## config.mk

```make
export PLATFORM = sky130hd
export DESIGN_NAME = mic_irq_ctrl
export DESIGN_NICKNAME = d
export VERILOG_FILES = /design/src/mic_pkg.sv /design/src/mic_event_detect.sv /design/src/mic_irq_ctrl.sv
export VERILOG_INCLUDE_DIRS = /design/src
export SDC_FILE = /design/constraint.sdc
export NUM_CORES = 1
export LEC_CHECK = 0
export BUFFER_PORTS_ARGS = -buffer_cell sky130_fd_sc_hd__buf_2
export CAP_MARGIN = 25
export CORE_MARGIN = 10
export CORE_UTILIZATION = 60
export CTS_CLUSTER_DIAMETER = 200
export DETAILED_ROUTE_END_ITERATION = 7
export GPL_TIMING_DRIVEN = 1
export PLACE_DENSITY_LB_ADDON = 0.1
export SLEW_MARGIN = 30
export SYNTH_ARGS = -nofsm -noshare
export SYNTH_HDL_FRONTEND = slang
export SYNTH_SLANG_ARGS = --single-unit
```

## constraint.sdc

```tcl
create_clock -name aclk -period 5.4 [get_ports aclk]
set_input_delay 0.54 -clock aclk [delete_from_list [all_inputs] [get_ports aclk]]
set_output_delay 0.54 -clock aclk [all_outputs]
set_load 0.005 [all_outputs]
```

## src/mic_regs.svh

```systemverilog
// Register offsets, field positions, reset values and timing counts
`ifndef MIC_REGS_SVH
`define MIC_REGS_SVH

// ****************************************
// Register byte offsets
// ****************************************
`define MIC_OFF_CTRL 12'h000
`define MIC_OFF_OPTION 12'h004
`define MIC_OFF_PFLAG1 12'h008
`define MIC_OFF_PEN1 12'h00c
`define MIC_OFF_CORE 12'h010

// ****************************************
// Control, option and peripheral flag register bits
// ****************************************
`define MIC_BIT_GIE 7
`define MIC_BIT_PEIE 6
`define MIC_BIT_TIMER_OVERFLOW_ENABLE 5
`define MIC_BIT_EXT_PIN_ENABLE 4
`define MIC_BIT_PORT_CHANGE_ENABLE 3
`define MIC_BIT_TIMER_OVERFLOW_FLAG 2
`define MIC_BIT_EXT_PIN_FLAG 1
`define MIC_BIT_PORT_CHANGE_FLAG 0
`define MIC_BIT_EDGE 6
`define MIC_BIT_ADIF 0

// ****************************************
// Reset values and constants
// ****************************************
`define MIC_RST_CTRL 8'h00
`define MIC_RST_OPTION 8'hff
`define MIC_RST_PERIPH 8'h00
`define MIC_VECTOR 13'h0004
`define MIC_SYNC_CYCLES 2

`endif
```

## src/mic_pkg.sv

```systemverilog
// Types shared by the interrupt controller files
package mic_pkg;

  typedef struct packed {
    logic ext_pin;
    logic tmr_ovf;
    logic port_chg;
    logic adc_done;
  } mic_events_t;

  typedef struct packed {
    logic vector_req;
    logic wake;
    logic [12:0] vector_addr;
  } mic_core_req_t;

  typedef enum logic [1:0] {
    MIC_RUN,
    MIC_SLEEP,
    MIC_VECTOR_WAIT
  } mic_state_t;

endpackage

```

## src/mic_event_detect.sv

```systemverilog
// Edge and change detection for the four interrupt event sources
`timescale 1ns/100ps
`include "mic_regs.svh"

module mic_event_detect (
  // Clock and reset
  input wire logic aclk,
  input wire logic aresetn,
  // Raw sources
  input wire logic ext_irq_pin,
  input wire logic [7:0] second_io_port,
  input wire logic [7:0] timer_zero_count,
  input wire logic adc_done,
  input wire logic ext_edge_select,
  // Detected one-cycle events
  output mic_pkg::mic_events_t events
);

  logic ext_prev;
  logic [3:0] port_prev;
  logic [7:0] tmr_prev;
  logic adc_prev;
  logic primed;

  wire logic ext_rise = ext_irq_pin & ~ext_prev;
  wire logic ext_fall = ~ext_irq_pin & ext_prev;

  // Primed avoids a false event from the first sample after reset
  always_ff @(posedge aclk) begin
    if (!aresetn) begin
      ext_prev <= 1'b0;
      port_prev <= 4'h0;
      tmr_prev <= 8'h00;
      adc_prev <= 1'b0;
      primed <= 1'b0;
      events <= '0;
    end else begin
      ext_prev <= ext_irq_pin;
      port_prev <= second_io_port[7:4];
      tmr_prev <= timer_zero_count;
      adc_prev <= adc_done;
      primed <= 1'b1;
      events.ext_pin <= primed & (ext_edge_select ? ext_rise : ext_fall);
      events.tmr_ovf <= primed & (tmr_prev == 8'hff) & (timer_zero_count == 8'h00);
      events.port_chg <= primed & (port_prev != second_io_port[7:4]);
      events.adc_done <= primed & adc_done & ~adc_prev;
    end
  end

endmodule

```

## src/mic_irq_ctrl.sv

```systemverilog
// Interrupt controller top: AXI4-Lite registers, flags, vectoring and wake-up
`timescale 1ns/100ps
`include "mic_regs.svh"

module mic_irq_ctrl (
  // Clock and reset
  input wire logic aclk,
  input wire logic aresetn,
  // AXI4-Lite write address
  input wire logic [11:0] s_axi_awaddr,
  input wire logic s_axi_awvalid,
  output logic s_axi_awready,
  // AXI4-Lite write data
  input wire logic [31:0] s_axi_wdata,
  input wire logic [3:0] s_axi_wstrb,
  input wire logic s_axi_wvalid,
  output logic s_axi_wready,
  // AXI4-Lite write response
  output logic [1:0] s_axi_bresp,
  output logic s_axi_bvalid,
  input wire logic s_axi_bready,
  // AXI4-Lite read address
  input wire logic [11:0] s_axi_araddr,
  input wire logic s_axi_arvalid,
  output logic s_axi_arready,
  // AXI4-Lite read data
  output logic [31:0] s_axi_rdata,
  output logic [1:0] s_axi_rresp,
  output logic s_axi_rvalid,
  input wire logic s_axi_rready,
  // Event sources
  input wire logic ext_irq_pin,
  input wire logic [7:0] second_io_port,
  input wire logic [7:0] timer_zero_count,
  input wire logic adc_done,
  // Core sequencer
  input wire logic sleep_exec,
  input wire logic irq_accept,
  input wire logic return_from_irq,
  input wire logic [12:0] return_pc,
  output mic_pkg::mic_core_req_t core_req,
  output logic [12:0] saved_pc,
  output logic sleeping
);

  // ****************************************
  // Registers and state
  // ****************************************
  logic [7:0] interrupt_control_reg;
  logic [7:0] option_reg;
  logic [7:0] periph_flag_reg_one;
  logic [7:0] periph_enable_reg_one;
  logic [12:0] ret_stack [0:7];
  logic [2:0] sp;
  mic_pkg::mic_state_t state;
  mic_pkg::mic_events_t events;

  logic aw_hold, w_hold;
  logic [11:0] aw_addr;
  logic [31:0] w_data;
  logic [3:0] w_strb;

  function automatic logic [7:0] merge_byte(input logic [7:0] old, input logic [31:0] d,
                                            input logic [3:0] s);
    merge_byte = s[0] ? d[7:0] : old;
  endfunction

  // ****************************************
  // Event detection
  // ****************************************
  mic_event_detect u_detect (
    .aclk(aclk),
    .aresetn(aresetn),
    .ext_irq_pin(ext_irq_pin),
    .second_io_port(second_io_port),
    .timer_zero_count(timer_zero_count),
    .adc_done(adc_done),
    .ext_edge_select(option_reg[`MIC_BIT_EDGE]),
    .events(events)
  );

  // ****************************************
  // AXI4-Lite write path
  // ****************************************
  assign s_axi_awready = ~aw_hold & ~s_axi_bvalid;
  assign s_axi_wready = ~w_hold & ~s_axi_bvalid;
  assign s_axi_bresp = 2'h0;

  wire logic aw_fire = s_axi_awvalid & s_axi_awready;
  wire logic w_fire = s_axi_wvalid & s_axi_wready;
  wire logic have_aw = aw_hold | aw_fire;
  wire logic have_w = w_hold | w_fire;
  wire logic do_write = have_aw & have_w;
  wire logic [11:0] wr_addr = aw_hold ? aw_addr : s_axi_awaddr;
  wire logic [31:0] wr_data = w_hold ? w_data : s_axi_wdata;
  wire logic [3:0] wr_strb = w_hold ? w_strb : s_axi_wstrb;

  wire logic wr_ctrl = do_write & (wr_addr == `MIC_OFF_CTRL);
  wire logic wr_option = do_write & (wr_addr == `MIC_OFF_OPTION);
  wire logic wr_pflag = do_write & (wr_addr == `MIC_OFF_PFLAG1);
  wire logic wr_pen = do_write & (wr_addr == `MIC_OFF_PEN1);
  wire logic wr_known = wr_ctrl | wr_option | wr_pflag | wr_pen | (wr_addr == `MIC_OFF_CORE);

  always_ff @(posedge aclk) begin
    if (!aresetn) begin
      aw_hold <= 1'b0;
      w_hold <= 1'b0;
      aw_addr <= 12'h000;
      w_data <= 32'h0000_0000;
      w_strb <= 4'h0;
      s_axi_bvalid <= 1'b0;
    end else begin
      if (do_write) begin
        aw_hold <= 1'b0;
        w_hold <= 1'b0;
        s_axi_bvalid <= 1'b1;
      end else begin
        if (aw_fire) begin
          aw_hold <= 1'b1;
          aw_addr <= s_axi_awaddr;
        end
        if (w_fire) begin
          w_hold <= 1'b1;
          w_data <= s_axi_wdata;
          w_strb <= s_axi_wstrb;
        end
        if (s_axi_bready) begin
          s_axi_bvalid <= 1'b0;
        end
      end
    end
  end

  // ****************************************
  // Control register and flags
  // ****************************************
  wire logic [7:0] ctrl_wr = merge_byte(interrupt_control_reg, wr_data, wr_strb);
  wire logic [7:0] pflag_wr = merge_byte(periph_flag_reg_one, wr_data, wr_strb);

  wire logic ext_pend = interrupt_control_reg[`MIC_BIT_EXT_PIN_FLAG]
                      & interrupt_control_reg[`MIC_BIT_EXT_PIN_ENABLE];
  wire logic tmr_pend = interrupt_control_reg[`MIC_BIT_TIMER_OVERFLOW_FLAG]
                      & interrupt_control_reg[`MIC_BIT_TIMER_OVERFLOW_ENABLE];
  wire logic port_pend = interrupt_control_reg[`MIC_BIT_PORT_CHANGE_FLAG]
                       & interrupt_control_reg[`MIC_BIT_PORT_CHANGE_ENABLE];
  wire logic periph_pend = interrupt_control_reg[`MIC_BIT_PEIE]
                         & |(periph_flag_reg_one & periph_enable_reg_one);
  wire logic any_pend = ext_pend | tmr_pend | port_pend | periph_pend;
  wire logic global_irq_enable = interrupt_control_reg[`MIC_BIT_GIE];

  logic [7:0] next_ctrl;
  logic [7:0] next_pflag;

  always_comb begin
    next_ctrl = wr_ctrl ? ctrl_wr : interrupt_control_reg;
    // Set after the write so a same-cycle clear never drops an event
    next_ctrl[`MIC_BIT_EXT_PIN_FLAG] = next_ctrl[`MIC_BIT_EXT_PIN_FLAG] | events.ext_pin;
    next_ctrl[`MIC_BIT_TIMER_OVERFLOW_FLAG] = next_ctrl[`MIC_BIT_TIMER_OVERFLOW_FLAG] | events.tmr_ovf;
    next_ctrl[`MIC_BIT_PORT_CHANGE_FLAG] = next_ctrl[`MIC_BIT_PORT_CHANGE_FLAG] | events.port_chg;
    if (irq_accept && state == mic_pkg::MIC_VECTOR_WAIT) begin
      next_ctrl[`MIC_BIT_GIE] = 1'b0;
    end else if (return_from_irq) begin
      next_ctrl[`MIC_BIT_GIE] = 1'b1;
    end
    next_pflag = wr_pflag ? pflag_wr : periph_flag_reg_one;
    next_pflag[`MIC_BIT_ADIF] = next_pflag[`MIC_BIT_ADIF] | events.adc_done;
  end

  always_ff @(posedge aclk) begin
    if (!aresetn) begin
      interrupt_control_reg <= `MIC_RST_CTRL;
      option_reg <= `MIC_RST_OPTION;
      periph_flag_reg_one <= `MIC_RST_PERIPH;
      periph_enable_reg_one <= `MIC_RST_PERIPH;
    end else begin
      interrupt_control_reg <= next_ctrl;
      periph_flag_reg_one <= next_pflag;
      if (wr_option) begin
        option_reg <= merge_byte(option_reg, wr_data, wr_strb);
      end
      if (wr_pen) begin
        periph_enable_reg_one <= merge_byte(periph_enable_reg_one, wr_data, wr_strb);
      end
    end
  end

  // ****************************************
  // Vectoring, return stack and sleep
  // ****************************************
  // Only the return address is kept; working state is software's job
  always_ff @(posedge aclk) begin
    if (!aresetn) begin
      sp <= 3'h0;
      saved_pc <= 13'h0000;
    end else if (irq_accept && state == mic_pkg::MIC_VECTOR_WAIT) begin
      ret_stack[sp] <= return_pc;
      saved_pc <= return_pc;
      sp <= sp + 3'h1;
    end else if (return_from_irq) begin
      saved_pc <= ret_stack[sp - 3'h1];
      sp <= sp - 3'h1;
    end
  end

  mic_pkg::mic_state_t next_state;

  always_comb begin
    case (state)
      mic_pkg::MIC_RUN: begin
        if (global_irq_enable && any_pend) begin
          next_state = mic_pkg::MIC_VECTOR_WAIT;
        end else if (sleep_exec && !any_pend) begin
          next_state = mic_pkg::MIC_SLEEP;
        end else begin
          next_state = mic_pkg::MIC_RUN;
        end
      end
      mic_pkg::MIC_SLEEP: begin
        if (any_pend) begin
          next_state = global_irq_enable ? mic_pkg::MIC_VECTOR_WAIT : mic_pkg::MIC_RUN;
        end else begin
          next_state = mic_pkg::MIC_SLEEP;
        end
      end
      mic_pkg::MIC_VECTOR_WAIT: begin
        if (irq_accept) begin
          next_state = mic_pkg::MIC_RUN;
        end else if (!global_irq_enable) begin
          next_state = mic_pkg::MIC_RUN;
        end else begin
          next_state = mic_pkg::MIC_VECTOR_WAIT;
        end
      end
      default: next_state = mic_pkg::MIC_RUN;
    endcase
  end

  always_ff @(posedge aclk) begin
    if (!aresetn) begin
      state <= mic_pkg::MIC_RUN;
      core_req <= '0;
    end else begin
      state <= next_state;
      core_req.vector_req <= (next_state == mic_pkg::MIC_VECTOR_WAIT) & ~irq_accept;
      core_req.wake <= (state == mic_pkg::MIC_SLEEP) & any_pend;
      core_req.vector_addr <= `MIC_VECTOR;
    end
  end

  assign sleeping = (state == mic_pkg::MIC_SLEEP);

  // ****************************************
  // AXI4-Lite read path
  // ****************************************
  wire logic [31:0] rd_value =
    (s_axi_araddr == `MIC_OFF_CTRL) ? {24'h000000, interrupt_control_reg} :
    (s_axi_araddr == `MIC_OFF_OPTION) ? {24'h000000, option_reg} :
    (s_axi_araddr == `MIC_OFF_PFLAG1) ? {24'h000000, periph_flag_reg_one} :
    (s_axi_araddr == `MIC_OFF_PEN1) ? {24'h000000, periph_enable_reg_one} :
    (s_axi_araddr == `MIC_OFF_CORE) ? {13'h0000, saved_pc, sp, sleeping, state}
    : 32'h0000_0000;
  wire logic rd_known = (s_axi_araddr == `MIC_OFF_CTRL) | (s_axi_araddr == `MIC_OFF_OPTION)
                      | (s_axi_araddr == `MIC_OFF_PFLAG1) | (s_axi_araddr == `MIC_OFF_PEN1)
                      | (s_axi_araddr == `MIC_OFF_CORE);

  assign s_axi_arready = ~s_axi_rvalid;

  always_ff @(posedge aclk) begin
    if (!aresetn) begin
      s_axi_rvalid <= 1'b0;
      s_axi_rdata <= 32'h0000_0000;
      s_axi_rresp <= 2'h0;
    end else if (s_axi_arvalid && s_axi_arready) begin
      s_axi_rvalid <= 1'b1;
      s_axi_rdata <= rd_value;
      s_axi_rresp <= rd_known ? 2'h0 : 2'h2;
    end else if (s_axi_rready) begin
      s_axi_rvalid <= 1'b0;
    end
  end

  // Unmapped writes are dropped but still answered OKAY
  wire logic unused_wr = wr_known;

endmodule

```

# After elaboration in Yosys (flattened, before gate mapping)
# Memory sizes are Yosys's and may differ from the RTL's.
# Cells that the tools add are included.
# word_totals
regBits	143
mem_bits_rw	104
input_bits	101
output_inout_bits	70
elab_cells	151
mem_count	1
# memory_table
memory	depth	word_bits	rd	rd_ports_with_merged_regs	wr	line	text
ret_stack	8	13	1	0	1	mic_irq_ctrl.sv:53	logic [12:0] ret_stack [0:7];
# classes
add_sub_neg	2
eq_ne	12
muxes	34
bitwise_logic	47
n_reduce_logical	24
# op_table
cell	n
$mux W19	5
$eq A12 B4 Y1 const B	4
$mux W13	2
$eq A12 B3 Y1 const B	2
$logic_not A12 Y1	2
$mux W8	3
$and A1 B1 Y1	23
$mux W1	14
$reduce_and A2 Y1	7
$or A1 B1 Y1	13
$eq A12 B5 Y1 const B	1
$mux W12	1
$mux W2	5
$not A1 Y1	10
$reduce_bool A2 Y1	5
$mux W3	3
$and A8 B8 Y8	1
$eq A8 B8 Y1 const B	1
$logic_not A8 Y1	1
$reduce_or A8 Y1	1
$pmux W2 S3	1
$eq A2 B2 Y1 const B	2
$logic_and A1 B1 Y1	4
$ne A4 B4 Y1	1
6 further kinds	7

# Logic depth before layout (Yosys ltp)
# Gate-level depths: netlist of the first run.
# depth
ltp_word	11
mapped_depth	8
depth_no_buf	6

# By module
# A second synthesis of the first run with hierarchy kept.
# hier_totals
cells_unflattened	736
hier_area_um2	9130.0
# modules_own_cells
mod	n_inst	cells_per_inst	area_per_inst_um2	seq_area_each_um2
mic_irq_ctrl	1	685	8525.7	5084.9
mic_event_detect	1	51	604.3	380.4

# Least setup slack after synthesis of the first run
# Ideal clock, no wire load.
# synth_timing
path_type	input-to-reg
start	input port aresetn
end	memory ret_stack[0][0], enable pin
setup_ns	0.417
t_arrival_ns	2.478
t_required_ns	4.983
slack_ns	2.505
path_stages	4
n_path_buf	2
path_cell_list	clkbuf_1 > clkbuf_1 > nand2_1 > nor4_1
# synth_between
elab_chain_len	2
# synth_lines
element	line	text
start, declared	mic_irq_ctrl.sv:8	input wire logic aresetn,
$mux W1	mic_irq_ctrl.sv:192	if (!aresetn) begin
$mux W1 (implied by the code)	mic_irq_ctrl.sv:196	ret_stack[sp] <= return_pc;
end, declared	mic_irq_ctrl.sv:53	
# No other way between the ends.

# Final worst setup path of the first run
# layout_timing
start	register sp[0]
end	register saved_pc[3]
# layout_between
elab_chain_len	4
# layout_lines
element	line	text
start, declared	mic_irq_ctrl.sv:54	logic [2:0] sp;
start signal, assigned	mic_irq_ctrl.sv:198	sp <= sp + 3'h1;
start signal, assigned	mic_irq_ctrl.sv:201	sp <= sp - 3'h1;
$sub A3 B1 Y3	mic_irq_ctrl.sv:200	saved_pc <= ret_stack[sp - 3'h1];
$mem_v2 Z8 W13	--	
$mux W13	mic_irq_ctrl.sv:199	end else if (return_from_irq) begin
$mux W13	mic_irq_ctrl.sv:195	end else if (irq_accept && state == mic_pkg::MIC_VECTOR_WAIT) begin
end signal, assigned	mic_irq_ctrl.sv:197	saved_pc <= return_pc;
end signal, assigned	mic_irq_ctrl.sv:200	
end, declared	mic_irq_ctrl.sv:42	output logic [12:0] saved_pc,
# No other way between the ends. The select of a mux whose other input is x is not followed.
# A chain may end at the register's enable or synchronous reset.

==> metrics list, run 1 <==
* Drt first pass iters: 7
* Final min period: 2.85 ns
* Worst path arrival time: 3.25 ns
- DRC errors left: 0
* Synth Instances: 733
* Wire length of the first global-routing pass: 33,800 µm
* Number of flops mapped to enable cells by yosys: 104
- In this run the worst path has a maximum fanout of 32.
- Kind of start point of the critical path: flip-flop
- After clock tree synthesis, the setup repair step added 0 buffers.
* Top Registers: ret_stack x104, s_axi_rdata x19, saved_pc x13
* Leading cell types by total area after synthesis: sky130_fd_sc_hd__edfxtp_1 (34%), sky130_fd_sc_hd__dfxtp_1 (26%), sky130_fd_sc_hd__mux4_2 (6.5%)
- CTS tree: done
* Final Setup Violations: 0
- At the worst endpoint, the required time is 5.80 ns.
- Yosys warns: 0
* Pins Over Slew Limit: 0
- The floorplan has 44 rows.
- Leading cell types in the layout, fill and taps excluded: sky130_fd_sc_hd__dfxtp_1 (115), sky130_fd_sc_hd__buf_2 (111), sky130_fd_sc_hd__edfxtp_1 (104)
- The cell sitting at the root of the clock tree is a sky130_fd_sc_hd__clkbuf_16.
- Area fraction in and, or, nand and nor cells after synthesis: 11.4%
* DR vias/cell: 6.02
- Core region area: 0.0146 mm²
- Dividing the synthesized area by the synthesized cell count gives 12.4 µm².
* Die ar.: 0.0204 mm²
- Setup TNS: 0 ns
* Tot GR Track Use: 20.6%
- Hold repair after CTS inserted 0 buffers.
* Clk Latency, worst-skew pair: 0.52 ns
- The clock drives 220 sinks.
- Share of the synthesized area in the top cell type: 34.5%
* Dpl hpwl: 14,600 µm
- Mapped Area: 0.00905 mm²
* Die Y-Extent: 143 µm
- Clock-pin slew was measured on the worst setup and hold paths at 0.06 ns.
- Residual overflow from global routing: 0
- The via count of the first global-routing pass came to 6,172.
- Die Width: 143 µm
- For this run, asynchronously set or reset flops after synthesis account for 0%.
- Maximum cell stage delay along the critical path: 0.72 ns
- The synthesized netlist devotes 10.3% of its cell area to compound gates.
* Maximum number of pins on one net before global-route repair: 120
- Number of distinct library cells after synthesis: 54
- Area added between synthesis and finish: 15.8%
- For this design the static power due to leakage is 4.19 nW.
- Between clock sinks in the finished design, the worst skew comes to 0.0151 ns.
* Number of I/O port buffers: 111
* Detailed router's first-iteration violation count: 536
- The congestion estimate from routability-driven global placement came to 0.826.
- The flow ran to the end, and the final reports show no timing, DRC or antenna violations.
- The signal on the critical path passes through buf_4, inv_1, ha_1, buf_4, mux4_2, a22oi_1, a21oi_1.
- I/O pin count: 171
- Post-DRT Antenna Nets: 0
* Most used flip-flop cell after synthesis: sky130_fd_sc_hd__dfxtp_1
* Number of flip-flops under the largest register name: 104
* Setup repair after global routing missed its margin: false
- Number of nets at the end of the flow: 942
* Sequential share of the synthesized area: 60.1%
- Initial antenna violation count: 2
- Mux share of post-synthesis cell area: 12.6%
- For this design the ratio of total power to cell area is 351 mW/mm².
* Effective utilization at floorplan: 61.8%
- Final hold violations: 0
- Dominant combinational cell family by area after synthesis: multiplexers
- Max transition margin: 42.6%
- Class of the worst hold path: in -> reg
* Count of instances resized after the clock tree is built: 0
- Clock tree buffer depth: 3
- Ranked by flip-flop count, first place goes to ret_stack.
- The synthesized design contains 220 register bits.
- Fill cells in the final layout number 1,003.
- Adder and majority gate portion of the synthesized area: 0.276%
- In this run the number of H-tree levels came out at 1.
- Total power after layout: 3.68 mW
- Largest area contributor in the synthesized netlist: sky130_fd_sc_hd__edfxtp_1
* F_max: 351 MHz
* Worst VDD drop: 0.493 mV
* Highest-delay cell along the critical path: sky130_fd_sc_hd__ha_1
- Across all layers, the routed design uses 6,260 vias.
- Slew @ Worst Pin: 0.859 ns
* Period Utilization, post-route: 52.8%
* Total wirelength of the detailed-routed design: 21,500 µm
* Endpoint class of the critical path: flip-flop
- Of the total synthesized cell area, the portion taken by XOR and XNOR cells is 0.580%.
- Cts bufs inserted: 23
* Most common cell after layout, fill and taps aside: sky130_fd_sc_hd__dfxtp_1
- WS Path Type: reg -> reg
- In this design, the critical path's most frequently occurring cell is sky130_fd_sc_hd__buf_4.
- Max-cap violations in this run came to 0.
- In the final routed layout, each cell accounts on average for 20.6 µm.
* Proportion of layout cells with a drive suffix above 1: 23.7%
==> per-stage QoR <==
stage / instance area (µm²) / std cells / hold slack, ns / worst slack [ns] / utilization [%]
after floorplan: 9160 / 760 / 0.373 / 2.51 / -
after global placement: 9690 / 994 / 0.381 / 2.37 / 66.2
after detailed placement: 9740 / 998 / 0.385 / 2.52 / 66.5
after CTS: 10500 / 1039 / 0.236 / 2.50 / 71.6
after global routing: 10500 / 1040 / 0.238 / 2.33 / 71.6
final: 10500 / 1040 / 0.245 / 2.55 / 71.6
==> layer usage <==
metal  global-route usage, %  wire [µm]  vias up
li1                        -          -     2887
met3                    4.64       1850       38
met1                    26.0       8510     3065
met4                    5.43        420        2
met2                    35.2      10700      268
met5                       0         13        -
==> worst max-delay path, delay by kind of cell, from the launching register on <==
kind	cells	cell delay (ns)
AOI/OAI and AO/OA	2	0.31
adders and majority gates	1	0.72
DFF	1	0.31
muxes	1	0.35
buffers and inverters	3	1.03
==> cell usage after synthesis, types with 10 or more instances <==
cell type	instances
sky130_fd_sc_hd__buf_4	29
sky130_fd_sc_hd__clkbuf_1	34
sky130_fd_sc_hd__mux4_2	26
sky130_fd_sc_hd__dfxtp_1	116
sky130_fd_sc_hd__edfxtp_1	104
sky130_fd_sc_hd__nor2_1	18
sky130_fd_sc_hd__nor3_1	14
sky130_fd_sc_hd__nand2_1	48
sky130_fd_sc_hd__a22oi_1	35
sky130_fd_sc_hd__a21oi_1	48
sky130_fd_sc_hd__mux2i_1	45
sky130_fd_sc_hd__nor2b_1	34
sky130_fd_sc_hd__and3_1	11
sky130_fd_sc_hd__inv_1	10
sky130_fd_sc_hd__and2_1	16
sky130_fd_sc_hd__o21ai_0	35
sky130_fd_sc_hd__nand2b_1	12
==> power by group <==
group	switching [mW]	internal, mW
registers	0.0421	1.79
logic	0.185	0.148
clock network	0.619	0.904
==> cell families after synthesis <==
logic type | after synthesis
adders and majority gates | 2
DFF | 220
buffers and inverters | 84
other | 1
and+or+nand+nor | 190
xor gates and xnor gates | 6
AOI/OAI and AO/OA | 150
muxes | 80
==> worst paths after layout <==
kind / from / cells after the start / to / slack (ns)
setup / recovery: sp[0] / 7 / saved_pc[3] / 2.55
hold / removal: adc_done / 2 / u_detect.adc_prev / 0.24
setup reg to reg: sp[0] / 7 / saved_pc[3] / 2.55
hold reg to reg: u_detect.adc_prev / 1 / u_detect.events[0] / 0.40
==> layout make-up <==
| class | count | area, µm² | share of cell area, % |
|---|---|---|---|
| antenna | 1 | 2.50 | 0.0239 |
| clock buffer | 39 | 717 | 6.84 |
| clock inverter | 2 | 23.8 | 0.227 |
| inverter | 12 | 45.0 | 0.429 |
| multi-input combinational | 456 | 3330 | 31.8 |
| sequential | 220 | 5450 | 51.9 |
| tap | 184 | 230 | 2.20 |
| timing repair buffer | 126 | 691 | 6.59 |
(Power assumes the default switching activity.)
==> inputs of run 2 (changes only) <==
--- a/config.mk
+++ b/config.mk
@@ -9,7 +9,7 @@
 export BUFFER_PORTS_ARGS = -buffer_cell sky130_fd_sc_hd__buf_2
 export CAP_MARGIN = 25
 export CORE_MARGIN = 10
-export CORE_UTILIZATION = 60
+export CORE_UTILIZATION = 50
 export CTS_CLUSTER_DIAMETER = 200
 export DETAILED_ROUTE_END_ITERATION = 7
 export GPL_TIMING_DRIVEN = 1
==> constraint.sdc (replaced) <==
create_clock -name aclk -period 2.6 [get_ports aclk]
set_input_delay 0.26 -clock aclk [delete_from_list [all_inputs] [get_ports aclk]]
set_output_delay 0.26 -clock aclk [all_outputs]
set_load 0.005 [all_outputs]
==> metrics list, run 2 (synthesis results as in run 1) <==
* Power per cell area: 713 mW/mm² (+100%)
- Clock tree buffer depth: 3 (unchanged)
- Final hold violations: 0 (unchanged)
- The final critical delay including setup and external delays is 2.35 ns (-0.496 ns).
* Final cell utilization of the core: 59.9% (-12 points)
* Final Setup Violations: 0 (unchanged)
* Number of flip-flops under the largest register name: 104 (unchanged)
- The number of placed I/O pins was 171 (unchanged).
- Placer congestion estimate: 0.876 (+6.0%)
- The worst hold-check slack came to 0.0334 ns (-0.211 ns).
* Final antenna diode count: 0 (-1)
- The run finished with clean final reports.
* Most common cell after layout, fill and taps aside: sky130_fd_sc_hd__dfxtp_1
* Area occupied by multi-input gates: 0.00331 mm² (-0.68%)
- The initial core utilization came to 50.6% (-11 points).
* Buffers and inverters on the worst path: 1 (-2)
- The critical path goes through or3b_2, a222oi_1, buf_4, o2111ai_2, mux2i_1, nand2_1.
* Largest register by flop count: ret_stack
- The via count of the first global-routing pass came to 6,467 (+4.8%).
* Post-route cell area: 0.0107 mm² (+2.3%)
* Die ar.: 0.0239 mm² (+17%)
- The clock-pin transition on the worst setup and hold timing paths came to 0.06 ns (about the same).
- Deepest level of the CTS H-tree: 1 (unchanged)
* Initial antenna violation count: 1 (-1)
- The flop-to-flop setup slack was 0.25 ns (-2.30 ns).
- Required time of the critical path: 2.97 ns (-2.83 ns)
- The worst setup path is launched from a flip-flop.
- Leakage power total: 4.29 nW (+2.4%)
* Worst path arrival time: 2.73 ns (-0.52 ns)
* Highest-delay cell along the critical path: sky130_fd_sc_hd__dfxtp_1
- Fill cell instance count of the final layout: 1,450 (+45%)
- DR vias/cell: 5.59 (-7.1%)
* Proportion of layout cells with a drive suffix above 1: 24.6% (+0.86 points)
- The DRC violation count after routing came to 0 (unchanged).
- Period Utilization, post-route: 90.5% (+38 points)
- The area taken by flip-flops and latches was 0.00545 mm² (unchanged).
* Endpoint class of the critical path: flip-flop
* Total clock sinks: 220 (unchanged)
- The peak ir drop on the vdd network is 0.546 mV (+11%).
- By startpoint and endpoint, the worst setup path is classified as reg -> reg.
- The global-route wire length before repair is 35,000 µm (+3.4%).
* Die Width: 155 µm (+8.2%)
- Maximum number of pins on one net before global-route repair: 108 (-10%)
* Number of max-capacitance violations reported: 0 (unchanged)
- Dpl hpwl: 15,300 µm (+5.0%)
- In the final layout, the registers with the most flip-flops are ret_stack x104, s_axi_rdata x19, saved_pc x13.
- Pins Over Slew Limit: 0 (unchanged)
* Die Y-Extent: 155 µm (+8.2%)
- The actual slew at the worst max-slew pin was 0.809 ns (-0.0500 ns).
- Cell chosen for the clock root: sky130_fd_sc_hd__clkbuf_16
- The final wirelength is 22,100 µm (+2.9%).
- The clock network latency to the later pin of the worst-skew pair is 0.50 ns (-0.02 ns).
- Tot GR Track Use: 18.0% (-2.6 points)
* Number of nets at the end of the flow: 969 (+2.9%)
- Crit-path leading delay family: compound AO/OA/AOI/OAI gates
* Core region area: 0.0179 mm² (+22%)
- Maximum cell stage delay along the critical path: 0.55 ns (-0.17 ns)
* Area added between synthesis and finish: 18.5%
- Drt first pass iters: 4 (-3)
* Number of I/O port buffers: 111 (unchanged)
* Detailed router's first-iteration violation count: 417 (-22%)
* Setup repair after global routing missed its margin: false
- The number of nets with antenna violations after detailed routing is 0 (unchanged).
- The placed cell area is 0.00986 mm² (+1.2%).
- Critical path fanouts, max: 12 (-63%)
* CTS tree: done
- The post-cts resize count is 0 (unchanged).
* Cts bufs inserted: 23 (unchanged)
- Residual overflow from global routing: 0 (unchanged)
- The top cell types in the final layout, fill and taps aside, are sky130_fd_sc_hd__dfxtp_1 (115), sky130_fd_sc_hd__buf_2 (111), sky130_fd_sc_hd__edfxtp_1 (104).
- Worst-case clock skew: 0.0156 ns (+0.000419 ns)
- The placement row count is 49 (+11%).
- The average routed wire per standard cell came to 19.9 µm (-3.7%).
- The min-delay analysis places its worst path in the category in -> reg.
* F_max: 425 MHz (+21%)
- Max transition margin: 45.9% (+3.3 points)
* Routed vias: 6,215 (-0.72%)
## run 2: what timing repair did
action	CTS	global route
hold buffers	15	0
endpoints found under the hold margin	16	0
setup buffers	0	0
## run 2: final timing paths
path / from / end / cells past startpoint
setup / recovery: aw_hold / option_reg[3] / 6
hold / removal: return_pc[12] / ret_stack[1][12] / 1
setup reg to reg: aw_hold / option_reg[3] / 6
hold reg to reg: u_detect.adc_prev / u_detect.events[0] / 1
## run 2: metrics by stage
stage / instances / power [mW] / setup TNS (ns) / setup WS, ns
6_report: 1111 / 7.66 / 0 / 0.247
5_1_grt: 1111 / 7.96 / 0 / 0.0814
4_1_cts: 1111 / 7.72 / 0 / 0.232
3_5_place_dp: 1055 / 4.58 / 0 / 0.231
3_3_place_gp: 1055 / 4.56 / 0 / 0.283
2_1_floorplan: 760 / 4.32 / -0.377 / -0.0146
## run 2: final cells by class
type,count,share of cell area [%]
clock buffer,27,5.60
clock inverter,14,1.13
inverter,12,0.420
multi-input combinational,456,30.8
sequential,220,50.8
tap,229,2.67
timing repair buffer,153,8.58
## run 2: report_power, final
part	internal, mW	switching [mW]	total, mW	leakage, nW
clock	1.84	1.29	3.13	0.343
sequential	3.71	0.0858	3.79	1.88
combinational	0.342	0.386	0.728	2.07
total	5.89	1.76	7.66	4.29
## run 2: routing by layer
metal	part of all wire, %	global-route usage (%)
met1	42	22.1
met2	50	30.4
met3	6.1	3.97
met4	2.3	6.70
met5	0.054	0
==> inputs of run 3 (changes only) <==
--- a/config.mk
+++ b/config.mk
@@ -9,7 +9,7 @@
 export BUFFER_PORTS_ARGS = -buffer_cell sky130_fd_sc_hd__buf_2
 export CAP_MARGIN = 25
 export CORE_MARGIN = 10
-export CORE_UTILIZATION = 50
+export CORE_UTILIZATION = 60
 export CTS_CLUSTER_DIAMETER = 200
 export DETAILED_ROUTE_END_ITERATION = 7
 export GPL_TIMING_DRIVEN = 1
==> constraint.sdc (replaced) <==
create_clock -name aclk -period 2.8 [get_ports aclk]
set_input_delay 0.28 -clock aclk [delete_from_list [all_inputs] [get_ports aclk]]
set_output_delay 0.28 -clock aclk [all_outputs]
set_load 0.005 [all_outputs]
==> metrics list, run 3 (synthesis results as in run 1) <==
- The DRC violation count after routing is 0 (unchanged).
- Dpl hpwl: 14,500 µm (-5.1%)
- Number of flip-flops under the largest register name: 104 (unchanged)
* Startpoint of the tightest hold check path: timer_zero_count[7]
- The average routed wire per standard cell came to 20.3 µm (+1.9%).
* Die Width: 143 µm (-7.6%)
* CTS tree: done
- Detailed router's first-iteration violation count: 557 (+34%)
- Leading cell types in the layout, fill and taps excluded: sky130_fd_sc_hd__dfxtp_1 (115), sky130_fd_sc_hd__buf_2 (111), sky130_fd_sc_hd__edfxtp_1 (104)
* Worst path arrival time: 2.73 ns (about the same)
- Clock transition time at the flip-flop clock pins of the worst setup and hold paths: 0.06 ns (about the same)
- F_max: 433 MHz (+1.8%)
- The final clock skew was 0.00902 ns (-0.00655 ns).
- Top Registers: ret_stack x104, s_axi_rdata x19, saved_pc x13
- The setup-violating endpoint count in the final report was 0 (unchanged).
- Worst setup slack after placement: 0.499 ns (+0.268 ns)
* Run status: complete, no violations
- The deepest clock path buffer count was 3 (unchanged).
- The number of fillers in the final layout is 977 (-33%).
- The level count of the clock H-tree came to 1 (unchanged).
* Proportion of layout cells with a drive suffix above 1: 24.8% (+0.23 points)
- List of cells traversed by the critical path: or3b_2, nor4_1, buf_4, or2_2, nand4_2, mux2i_1
- Most common cell after layout, fill and taps aside: sky130_fd_sc_hd__dfxtp_1
- The final critical delay including setup and external delays is 2.31 ns (-0.0427 ns).
- The post-CTS setup repair buffer count came to 0 (unchanged).
- Clk Latency, worst-skew pair: 0.51 ns (about the same)
- The slowest stage of the critical path belongs to the cell sky130_fd_sc_hd__dfxtp_1.
* Via count of the first global-routing pass: 6,386 (-1.3%)
* Total area of sequential cells: 0.00545 mm² (unchanged)
* Maximum cell stage delay along the critical path: 0.55 ns (about the same)
- The total area of multi-input combinational cells is 0.00330 mm² (-0.19%).
* Initial antenna violation count: 2 (+1)
* Largest register by flop count: ret_stack
- The first-pass iteration count of the detailed router came to 5 (+1).
* Total wirelength of the detailed-routed design: 21,600 µm (-2.1%)
- The power density over cell area came to 663 mW/mm² (-7.1%).
- Endpoint class of the critical path: flip-flop
- DR vias/cell: 5.97 (+6.7%)
- Routed vias: 6,372 (+2.5%)
* Period Utilization, post-route: 82.5% (-8.0 points)
- The number of nets with antenna violations after detailed routing came to 0 (unchanged).
- The sum of internal, switching and leakage power is 7.07 mW (-7.6%).
- Worst reg2reg path startpoint: aw_hold
- Number of rows in the core area: 44 (-10%)
- STA classifies the critical path startpoint as a flip-flop.
* Final hold violations: 0 (unchanged)
- The number of hold-repair buffers added at the cts stage came to 13 (-2).
- The post-cts resize count is 0 (unchanged).
- Core region area: 0.0146 mm² (-18%)
* Number of I/O port buffers: 111 (unchanged)
- The peak fanout along the critical path is 12 (unchanged).
- Leakage power total: 4.31 nW (+0.43%)
- The peak ir drop on the vdd network came to 0.629 mV (+15%).
- Max transition margin: 45.9% (about the same)
* Effective utilization at floorplan: 61.8% (+11 points)
- By startpoint and endpoint, the worst setup path is classified as reg -> reg.
- The height of the die is 143 µm (-7.6%).
- Required time of the critical path: 3.22 ns (+0.25 ns)
- Total clock sinks: 220 (unchanged)
- Clock tree synthesis selected as its root buffer the cell sky130_fd_sc_hd__clkbuf_16.
* Area added between synthesis and finish: 17.8%
- Launching element of the worst setup path: aw_hold
* Class of the worst hold path: in -> reg
* Cts bufs inserted: 23 (unchanged)
* Slew @ Worst Pin: 0.810 ns (+0.000567 ns)
* Setup TNS: 0 ns (unchanged)
- Number of max-capacitance violations reported: 0 (unchanged)
* Pins Over Slew Limit: 0 (unchanged)
- The number of placed I/O pins is 171 (unchanged).
- Setup repair after global routing missed its margin: false
* Residual overflow from global routing: 0 (unchanged)
* Post-route setup slack: 0.490 ns (+0.243 ns)
- The total routing resource utilization after global routing is 20.5% (+2.5 points).
- The global-route wire length before repair was 33,700 µm (-3.7%).
- Maximum number of pins on one net before global-route repair: 119 (+10%)
- The area of the die was 0.0204 mm² (-15%).
- Placer congestion estimate: 0.853 (-2.6%)
* Number of nets at the end of the flow: 968 (-0.10%)
## run 3: changes by cell type in the layout (fill, tap and decap cells not counted), moves of 2 or more
cell and change:
sky130_fd_sc_hd__clkbuf_1 +4, sky130_fd_sc_hd__dlygate4sd3_1 -2, sky130_fd_sc_hd__clkinv_1 -5, sky130_fd_sc_hd__bufinv_16 -2
sky130_fd_sc_hd__diode_2 +2, sky130_fd_sc_hd__clkinvlp_4 -3, sky130_fd_sc_hd__clkbuf_8 +2
## run 3: worst max-delay path: cells and delay by family, from the launching register on
| kind | cells | cell delay (ns) |
|---|---|---|
| DFF | 1 | 0.55 |
| buffers and inverters | 1 | 0.18 |
| and+or+nand+nor | 4 | 1.19 |
| muxes | 1 | 0.29 |
## run 3: layout make-up
cell class / count / area share, %
timing repair buffer: 152 / 8.52
tap: 184 / 2.16
multi-input combinational: 456 / 31.0
clock buffer: 36 / 6.38
clock inverter: 6 / 0.434
sequential: 220 / 51.1
inverter: 12 / 0.422
antenna: 2 / 0.0469
## run 3: final timing paths
path | to | slack (ns) | cells past startpoint
max | periph_enable_reg_one[1] | 0.49 | 6
min | u_detect.tmr_prev[7] | 0.02 | 2
max reg2reg | periph_enable_reg_one[1] | 0.49 | 6
min reg2reg | u_detect.events[0] | 0.39 | 1
## run 3: metrics by stage
stage | util, % | cell area (µm²) | hold slack (ns) | std cells
after CTS | 72.8 | 10700 | 0.00963 | 1066
final | 72.8 | 10700 | 0.0233 | 1068
after global placement | 66.9 | 9800 | 0.382 | 1011
after detailed placement | 66.9 | 9800 | 0.388 | 1011
after floorplan | - | 9160 | 0.308 | 760
after global routing | 72.8 | 10700 | 0.0115 | 1068
## run 3: power by group
| group | total (mW) | switching, mW | leakage, nW | internal, mW |
|---|---|---|---|---|
| sequential | 3.53 | 0.0881 | 1.88 | 3.44 |
| clock | 2.88 | 1.20 | 0.364 | 1.68 |
| combinational | 0.660 | 0.352 | 2.07 | 0.308 |
| total | 7.07 | 1.64 | 4.31 | 5.44 |
## run 3: routing by layer
layer,track usage [%],vias to the layer above,wire (µm)
met1,25.5,3119,8780
met3,4.38,46,1760
met2,35.2,269,10600
li1,-,2938,-
met4,6.24,0,512
met5,0,-,0
